**src/hw/flash_seq_pkg.sv**
```systemverilog
// constants and types for the flash programming sequencer
package flash_seq_pkg;
    localparam logic [3:0] REG_MAIN = 4'h0;
    localparam logic [3:0] REG_RSTPAT = 4'h1;
    localparam logic [3:0] REG_BUFCTL = 4'h2;
    localparam logic [3:0] REG_ADDR_LO = 4'h3;
    localparam logic [3:0] REG_ADDR_HI = 4'h4;
    localparam logic [3:0] REG_DATA0_LO = 4'h5;
    localparam logic [3:0] REG_DATA0_HI = 4'h6;
    localparam logic [3:0] REG_DATA3_HI = 4'hC;
    localparam logic [2:0] MODE_WRITE = 3'h0;
    localparam logic [2:0] MODE_ERASE = 3'h1;
    localparam logic [2:0] MODE_READ = 3'h3;
    localparam logic [2:0] MODE_ENABLE = 3'h6;
    localparam int BIT_ENABLED = 7;
    localparam int BIT_TRIG = 3;
    localparam int BIT_WR_GO = 2;
    localparam int BIT_RD_EN = 1;
    localparam int BIT_RD_GO = 0;
    localparam logic [7:0] CHIP_RST_KEY = 8'h55;
    localparam logic [4:0] LAST_WORD = 5'h1F;
    localparam logic [15:0] BLANK_WORD = 16'hFFFF;
    localparam logic [9:0] ENA_WIN_CYC = 10'h3FF;
    localparam logic [12:0] ADDR_RST = 13'h0000;
    typedef enum logic [2:0] {ST_IDLE, ST_READ, ST_ERASE, ST_WRITE, ST_CLR} state_e;
    typedef enum logic [1:0] {FL_READ, FL_ERASE, FL_WRITE} fl_cmd_e;
    typedef struct packed {
        logic [3:0] addr;
        logic [7:0] wdata;
        logic wr;
        logic rd;
    } bus_req_s;
    typedef struct packed {
        logic req;
        fl_cmd_e cmd;
        logic [12:0] addr;
        logic [15:0] wdata;
    } flash_req_s;
    typedef struct packed {
        state_e st;
        logic enabled;
        logic [2:0] mode;
        logic trig;
        logic wr_go;
        logic rd_en;
        logic rd_go;
        logic clr_go;
        logic [9:0] timer;
        logic [7:0] rstpat;
        logic chip_rst;
        logic [12:0] addr;
        logic [3:0][15:0] dat;
        logic [31:0][15:0] wbuf;
        logic [4:0] idx;
        logic [7:0] rdata;
    } seq_state_s;
endpackage

```
**src/hw/iap_flash_sequencer.sv**
```systemverilog
// in-application flash programming sequencer: registers, write buffer, flash ops
`timescale 1ns/100ps
module iap_flash_sequencer #(
    // enable procedure patterns, arbitrary values
    parameter logic [15:0] KEY1 = 16'h0001,
    parameter logic [15:0] KEY2 = 16'h0002,
    parameter logic [15:0] KEY3 = 16'h0003
) (
    input wire logic clk_sys,
    input wire logic rst_n,
    input wire flash_seq_pkg::bus_req_s bus,
    output logic [7:0] rdata,
    output flash_seq_pkg::flash_req_s flash,
    input wire logic [15:0] fl_rdata,
    input wire logic fl_done,
    output logic cpu_stall,
    output logic chip_reset_req
);
    flash_seq_pkg::seq_state_s s;
    flash_seq_pkg::seq_state_s next_s;

    // data pair index for register offsets at or above the first data pair
    function automatic logic [1:0] pair_of(input logic [3:0] a);
        logic [3:0] d;
        d = a - flash_seq_pkg::REG_DATA0_LO;
        return d[2:1];
    endfunction

    function automatic logic is_data(input logic [3:0] a);
        return a >= flash_seq_pkg::REG_DATA0_LO && a <= flash_seq_pkg::REG_DATA3_HI;
    endfunction

    always_comb begin
        logic [1:0] p;
        logic hi;
        p = pair_of(bus.addr);
        hi = bus.addr[0] == flash_seq_pkg::REG_DATA0_HI[0];
        next_s = s;
        next_s.chip_rst = 1'b0;
        next_s.rdata = 8'h00;
        if (bus.rd) begin
            case (bus.addr)
                flash_seq_pkg::REG_MAIN: next_s.rdata = {s.enabled, s.mode, s.trig,
                    s.wr_go, s.rd_en, s.rd_go};
                flash_seq_pkg::REG_RSTPAT: next_s.rdata = s.rstpat;
                flash_seq_pkg::REG_BUFCTL: next_s.rdata = {7'h00, s.clr_go};
                flash_seq_pkg::REG_ADDR_LO: next_s.rdata = s.addr[7:0];
                flash_seq_pkg::REG_ADDR_HI: next_s.rdata = {3'h0, s.addr[12:8]};
                default: begin
                    if (is_data(bus.addr)) begin
                        next_s.rdata = hi ? s.dat[p][15:8] : s.dat[p][7:0];
                    end
                end
            endcase
        end
        if (bus.wr) begin
            case (bus.addr)
                flash_seq_pkg::REG_MAIN: begin
                    next_s.mode = bus.wdata[6:4];
                    next_s.rd_en = bus.wdata[flash_seq_pkg::BIT_RD_EN];
                    if (!bus.wdata[flash_seq_pkg::BIT_ENABLED]) begin
                        next_s.enabled = 1'b0;
                    end
                    if (bus.wdata[flash_seq_pkg::BIT_TRIG] && !s.trig &&
                        bus.wdata[6:4] == flash_seq_pkg::MODE_ENABLE) begin
                        next_s.trig = 1'b1;
                        next_s.timer = 10'h000;
                    end
                    if (s.st == flash_seq_pkg::ST_IDLE) begin
                        if (bus.wdata[flash_seq_pkg::BIT_RD_GO] && s.rd_en &&
                            bus.wdata[6:4] == flash_seq_pkg::MODE_READ) begin
                            next_s.rd_go = 1'b1;
                            next_s.st = flash_seq_pkg::ST_READ;
                        end else if (bus.wdata[flash_seq_pkg::BIT_WR_GO] && s.enabled &&
                            bus.wdata[6:4] == flash_seq_pkg::MODE_WRITE) begin
                            next_s.wr_go = 1'b1;
                            next_s.idx = 5'h00;
                            next_s.st = flash_seq_pkg::ST_WRITE;
                        end else if (bus.wdata[flash_seq_pkg::BIT_WR_GO] && s.enabled &&
                            bus.wdata[6:4] == flash_seq_pkg::MODE_ERASE) begin
                            next_s.wr_go = 1'b1;
                            next_s.st = flash_seq_pkg::ST_ERASE;
                        end
                    end
                end
                flash_seq_pkg::REG_RSTPAT: begin
                    next_s.rstpat = bus.wdata;
                    next_s.chip_rst = bus.wdata == flash_seq_pkg::CHIP_RST_KEY;
                end
                flash_seq_pkg::REG_BUFCTL: begin
                    if (bus.wdata[0] && s.st == flash_seq_pkg::ST_IDLE) begin
                        next_s.clr_go = 1'b1;
                        next_s.idx = 5'h00;
                        next_s.st = flash_seq_pkg::ST_CLR;
                    end
                end
                flash_seq_pkg::REG_ADDR_LO: next_s.addr[7:0] = bus.wdata;
                flash_seq_pkg::REG_ADDR_HI: next_s.addr[12:8] = bus.wdata[4:0];
                default: begin
                    if (is_data(bus.addr)) begin
                        if (hi) begin
                            next_s.dat[p][15:8] = bus.wdata;
                        end else begin
                            next_s.dat[p][7:0] = bus.wdata;
                        end
                    end
                    if (bus.addr == flash_seq_pkg::REG_DATA0_HI && s.enabled &&
                        s.st == flash_seq_pkg::ST_IDLE) begin
                        next_s.wbuf[s.addr[4:0]] = {bus.wdata, s.dat[0][7:0]};
                        if (s.addr[4:0] != flash_seq_pkg::LAST_WORD) begin
                            next_s.addr = s.addr + 13'h0001;
                        end
                    end
                end
            endcase
        end
        if (s.trig) begin
            next_s.timer = s.timer + 10'h001;
            if (s.timer == flash_seq_pkg::ENA_WIN_CYC) begin
                next_s.trig = 1'b0;
                // set after success; wins over a clear in the same cycle
                if (s.dat[1] == KEY1 && s.dat[2] == KEY2 && s.dat[3] == KEY3) begin
                    next_s.enabled = 1'b1;
                end
            end
        end
        case (s.st)
            flash_seq_pkg::ST_IDLE: begin
            end
            flash_seq_pkg::ST_READ: begin
                if (fl_done) begin
                    next_s.dat[0] = fl_rdata;
                    next_s.rd_go = 1'b0;
                    next_s.st = flash_seq_pkg::ST_IDLE;
                end
            end
            flash_seq_pkg::ST_ERASE: begin
                if (fl_done) begin
                    next_s.wr_go = 1'b0;
                    next_s.st = flash_seq_pkg::ST_IDLE;
                end
            end
            flash_seq_pkg::ST_WRITE: begin
                if (fl_done) begin
                    next_s.idx = s.idx + 5'h01;
                    if (s.idx == flash_seq_pkg::LAST_WORD) begin
                        next_s.st = flash_seq_pkg::ST_CLR;
                    end
                end
            end
            flash_seq_pkg::ST_CLR: begin
                // one word a cycle keeps the buffer a plain register bank
                next_s.wbuf[s.idx] = flash_seq_pkg::BLANK_WORD;
                next_s.idx = s.idx + 5'h01;
                if (s.idx == flash_seq_pkg::LAST_WORD) begin
                    next_s.clr_go = 1'b0;
                    next_s.wr_go = 1'b0;
                    next_s.st = flash_seq_pkg::ST_IDLE;
                end
            end
            default: next_s.st = flash_seq_pkg::ST_IDLE;
        endcase
    end

    always_ff @(posedge clk_sys or negedge rst_n) begin
        if (!rst_n) begin
            s <= '0;
            s.st <= flash_seq_pkg::ST_IDLE;
            s.addr <= flash_seq_pkg::ADDR_RST;
            s.wbuf <= {32{flash_seq_pkg::BLANK_WORD}};
        end else begin
            s <= next_s;
        end
    end

    always_comb begin
        flash.req = s.st == flash_seq_pkg::ST_READ || s.st == flash_seq_pkg::ST_ERASE ||
            s.st == flash_seq_pkg::ST_WRITE;
        flash.cmd = flash_seq_pkg::FL_READ;
        flash.addr = s.addr;
        flash.wdata = 16'h0000;
        if (s.st == flash_seq_pkg::ST_ERASE) begin
            flash.cmd = flash_seq_pkg::FL_ERASE;
            flash.addr = {s.addr[12:5], 5'h00};
        end
        if (s.st == flash_seq_pkg::ST_WRITE) begin
            flash.cmd = flash_seq_pkg::FL_WRITE;
            flash.addr = {s.addr[12:5], s.idx};
            flash.wdata = s.wbuf[s.idx];
        end
    end

    assign rdata = s.rdata;
    // stall while busy; plain buffer clears stall too
    assign cpu_stall = s.st != flash_seq_pkg::ST_IDLE;
    assign chip_reset_req = s.chip_rst;
endmodule

```
**config.mk**
```make
export PLATFORM = sky130hd
export DESIGN_NAME = iap_flash_sequencer
export DESIGN_NICKNAME = d
export VERILOG_FILES = /design/src/hw/flash_seq_pkg.sv /design/src/hw/iap_flash_sequencer.sv
export SDC_FILE = /design/constraint.sdc
export NUM_CORES = 2
export LEC_CHECK = 0
export BUFFER_PORTS_ARGS = -buffer_cell sky130_fd_sc_hd__buf_4
export CAP_MARGIN = 25
export CORE_AREA = 4 4 310 312
export CTS_BUF_LIST = sky130_fd_sc_hd__clkbuf_4 sky130_fd_sc_hd__clkbuf_8
export CTS_CLUSTER_SIZE = 30
export DETAILED_ROUTE_END_ITERATION = 16
export DIE_AREA = 0 0 314 316
export SYNTH_ARGS = -nofsm -noshare
export SYNTH_HDL_FRONTEND = slang
export SYNTH_SLANG_ARGS = --single-unit
```
**constraint.sdc**
```tcl
create_clock -name clk_sys -period 4.9 [get_ports clk_sys]
set_input_delay 0.49 -clock clk_sys [delete_from_list [all_inputs] [get_ports clk_sys]]
set_output_delay 0.49 -clock clk_sys [all_outputs]
set_load 0.01 [all_outputs]
```
After elaboration in Yosys (flattened, before gate mapping)
Cells that the tools add are included.
{"block": "op_classes", "addsub": 4, "magnitude_cmp": 8, "n_eq_ne": 19, "n_mux": 78, "bitwise": 4, "reduce_logical": 40}
{"op": "$mux 512", "count": 2}
{"op": "$mux 625", "count": 1}
{"op": "$mux 576", "count": 1}
{"op": "$bwmux 512", "count": 1}
{"op": "$or 512x512->512", "count": 1}
{"op": "$demux 16 s5", "count": 2}
{"op": "$bwmux 64", "count": 2}
{"op": "$mux 64", "count": 2}
{"op": "$mux 16", "count": 7}
{"op": "$bmux 16 s5", "count": 1}
{"op": "$demux 16 s2", "count": 2}
{"op": "$mux 8", "count": 5}
{"op": "$pmux 8 s5", "count": 1}
{"op": "$bmux 16 s2", "count": 1}
{"op": "$eq 16x2->1 const B", "count": 2}
{"op": "$mux 31", "count": 1}
{"op": "$mux 10", "count": 3}
{"op": "$pmux 5 s2", "count": 3}
{"op": "$mux 3", "count": 9}
{"op": "$mux 13", "count": 2}
{"op": "$mux 5", "count": 5}
{"op": "$mux 1", "count": 21}
{"op": "$eq 16x1->1 const B", "count": 1}
{"op": "$logic_and 1x1->1", "count": 16}
{"op": "39 further kinds", "count": 61}
{"block": "word_totals", "register_bits": 633, "inputBits": 33, "wordCells": 204}

Depth between registers and ports, before layout
{"block": "logic_depth", "ltp_word": 13, "ltp_mapped": 11, "ltp_nobuf": 7}

Worst setup path after synthesis
Ideal clock, no wire load.
{"block": "synth_timing", "path_kind": "input -> register", "from": "input bus[10] (netlist name)", "to": "register s[387] (netlist name)", "arrival_ps": 2691, "required_ps": 4816, "setup_slack_ps": 2126, "cell_stages": 11, "path_buffers": 5, "path_cell_list": "clkbuf_1 inv_1 ha_1 buf_2 or3b_1 buf_4 nor4_4 buf_4 nand2_2 buf_2 a221o_1"}
{"item": "from (decl)", "line": "iap_flash_sequencer.sv:11", "source": "input wire flash_seq_pkg::bus_req_s bus,"}
{"item": "to (signal assigned)", "line": "iap_flash_sequencer.sv:172", "source": "s <= next_s;"}
{"item": "to (decl)", "line": "iap_flash_sequencer.sv:19", "source": "flash_seq_pkg::seq_state_s s;"}

==> impl_metrics.env <==
export IMPL_postCtsSetupBuffers=0
export IMPL_synth_edff_count=0
export IMPL_drc_errors=0
export IMPL_cts_buffers=109
export IMPL_die_w_um=314
export IMPL_avgRoutedWirePerCell_um=29.0
export IMPL_async_flop_share_pct=100
export IMPL_worstMarginPinSlew_ns=1.04
export IMPL_hold_depth=3
export IMPL_outcome="completed"
export IMPL_cts_resized=0
export IMPL_cp_top_family="compound AO/OA/AOI/OAI gates"
export IMPL_slew_violations=0
export IMPL_leakagePower_nw=13.8
export IMPL_final_cell_mix="dfstp_2 (512), o21ai_0 (361), o211ai_1 (290)"
export IMPL_routed_wl_mm=125
export IMPL_layout_commonest_cell="dfstp_2"
export IMPL_cts_tree="done"
export IMPL_portBuffers=74
export IMPL_crit_path_max_fanout=27
export IMPL_yosysUniqueCellTypes=72
export IMPL_finalClockSkew_ns=0.0363
export IMPL_synth_warnings=0
export IMPL_drt_vias_per_instance=6.26
export IMPL_start_util_pct=35.0
export IMPL_avgSynthCellArea_sq_um=10.7
export IMPL_max_freq_mhz=211
export IMPL_clk_pin_slew_ns=0.07
export IMPL_nNetsFinal=3023
export IMPL_hold_ws_ns=0.0587
export IMPL_insertion_delay_ns=0.75
export IMPL_first_pass_iters=6
export IMPL_synth_cells=3049
export IMPL_core_area_sq_um=93000
export IMPL_dp_hpwl_mm=82.6
export IMPL_cts_sinks=633
export IMPL_hold_path_class="primary input to register"
export IMPL_p_per_area_nw_per_um2=526
export IMPL_startpoint_type="register"
export IMPL_setup_viol=0
export IMPL_antenna_found_initial=8
export IMPL_hold_buffers=8
export IMPL_ys_ff_latch=633
export IMPL_fin_crit_sh_pct=96.9
export IMPL_drive_above_1_share_pct=32.7
export IMPL_postRouteAntennaNets=0
export IMPL_sequentialPowerShare_pct=40.9
export IMPL_syn_area_sq_um=32500
export IMPL_comb_power_share_pct=31.6
export IMPL_ys_seq_area_share_pct=50.7
export IMPL_hold_violations=0
export IMPL_reg2regPathDepth=4
export IMPL_intPower_w=0.0122
export IMPL_min_period_ns=4.75
export IMPL_rsz0062_at_grt="false"
export IMPL_clockBufferDepth=3
export IMPL_worstPathCellList="nand4bb_1 -> o22ai_1 -> nor2_1 -> a31oi_1 -> buf_4"
export IMPL_post_place_ws_ns=1.13
export IMPL_clockPowerShare_pct=27.6
export IMPL_die_area_sq_um=99200
export IMPL_cp_end_kind="output port"
export IMPL_holdPathEnd="s[534]$_DFF_PN0_"
export IMPL_ctsRootBufferMaster="clkbuf_8"
export IMPL_swShare_pct=36.9
export IMPL_cap_violations=0
export IMPL_criticalPathCategory="register to output port"
export IMPL_ff2ff_setup_slack_ns=1.43
export IMPL_ys_flop_type="dfstp_2"
export IMPL_first_iter_violations=3233
export IMPL_timing_rr_start="s[593]$_DFFE_PN0P_"
export IMPL_h_tree_depth=3
export IMPL_rows=112
export IMPL_vias=27040
export IMPL_cpPeakStageDelay_ns=0.96
export IMPL_syn_nets=3098
export IMPL_grt_pass1_vias=26197
export IMPL_fill_cells=9143
export IMPL_relSlewSlack_pct=30.6
export IMPL_die_y_um=316
export IMPL_critPathSlowestCell="dfrtp_1"
export IMPL_grt_use_total_pct=24.6
export IMPL_netSwitchingPower_w=0.00712
export IMPL_crit_buf_inv=1
export IMPL_synthToLayoutAreaGrowth_pct=12.5
export IMPL_grt_max_degree=155
export IMPL_ir_drop_uv=298
export IMPL_worst_slack_ns=0.151
export IMPL_fin_setup_tns_ns=0
export IMPL_grt_ovfl_total=0
export IMPL_hold_path_startpoint="fl_rdata[9]"
export IMPL_ios=75
export IMPL_grt_pass1_wl_mm=183
export IMPL_arrival_ns=4.26
export IMPL_fin_util_pct=39.3
export IMPL_reg2reg_to="s[329]$_DFF_PN1_"
export IMPL_required_ns=4.41
export IMPL_gp_congestion=0.966
metrics by stage:
step,area [sq um],total power (W),std cells
after floorplan,32500,0.0114,3049
after CTS,36600,0.0192,4314
final,36600,0.0193,4318
after detailed placement,34100,0.0138,4107
after global routing,36600,0.0199,4317
after global placement,33900,0.0138,4095
cells by family (layout without fill, tap and decap cells):
| logic type | count (synthesis) | count (layout) | share of synthesized area, % |
|---|---|---|---|
| mux | 355 | 355 | 11.3 |
| flops | 633 | 633 | 50.7 |
| other cells | 0 | 2 | 0 |
| xor+xnor | 3 | 3 | 0.0808 |
| simple gates | 555 | 555 | 9.15 |
| fa+ha+maj | 16 | 16 | 0.615 |
| compound gates | 1113 | 1113 | 23.6 |
| buf+inv | 374 | 387 | 4.64 |
synth_stat cells, types with 12 or more instances:
library cell,number,share of area (%)
a21oi_1,18,0.28
a221o_1,188,5.8
a31oi_1,41,0.79
and2_1,35,0.67
and3_1,33,0.63
buf_2,24,0.37
buf_4,20,0.46
clkbuf_1,301,3.5
dfrtp_1,121,9.3
dfstp_2,512,41
ha_1,16,0.62
inv_1,18,0.21
mux2_2,89,3.1
mux2i_1,266,8.2
nand2_1,149,1.7
nand3_1,109,1.7
nand4_1,20,0.38
nor2_1,79,0.91
nor2b_1,27,0.52
nor3_1,12,0.18
nor4_1,28,0.54
o211ai_1,290,6.7
o21ai_0,361,5.6
o22ai_1,153,2.9
state kept, by name, summed over array words and instances (netlist names), named ones only:
name and cells:
chip_reset_req 1, s 576, rdata 8
power groups by stage:
stage	registers, W	clock network (W)	logic, W
2_1_floorplan	0.00729	0	0.00414
3_3_place_gp	0.00788	0	0.00588
3_5_place_dp	0.00787	0	0.00594
4_1_cts	0.00782	0.00542	0.00595
5_1_grt	0.00797	0.00563	0.00634
6_report	0.00788	0.00531	0.00608
worst max-delay path by stage:
stage | startpoint | end | slack, ns | cells past startpoint
after global placement | s[10]$_DFF_PN0_ | flash[10] | 0.74 | 5
after detailed placement | bus[10] | s[75]$_DFF_PN1_ | 1.13 | 8
after floorplan | bus[10] | s[387]$_DFF_PN1_ | 2.13 | 11
after CTS | s[9]$_DFF_PN0_ | flash[9] | 0.43 | 6
final | s[11]$_DFF_PN0_ | flash[10] | 0.15 | 5
after global routing | s[11]$_DFF_PN0_ | flash[10] | 0.27 | 5
metal layers:
layer | routed length (um) | vias up | global-route usage (%)
met5 | 47 | - | 0
met4 | 6580 | 8 | 11.6
met3 | 10700 | 296 | 6.51
met2 | 54700 | 1231 | 36.4
met1 | 53300 | 13896 | 33.5
li1 | - | 11609 | -
area by class of cell:
cell class                      instances  area [sq um]  area share, %
Clock buffer                          187          2290           6.26
Multi-Input combinational cell       2042         14600           39.9
Timing Repair Buffer                  169          1450           3.95
Tap cell                             1254          1570           4.29
Sequential cell                       633         16500           45.0
Inverter                               19          71.3          0.195
Clock inverter                         12           128          0.349
Antenna cell                            2          5.00         0.0137
worst reg2reg max path: stages (launching register included):
cell      delay [ns]
dfrtp_1         0.76
clkinv_1        0.55
nor4_4          0.86
nand2_1         0.69
a221o_1         0.55
(Power assumes the default switching activity.)
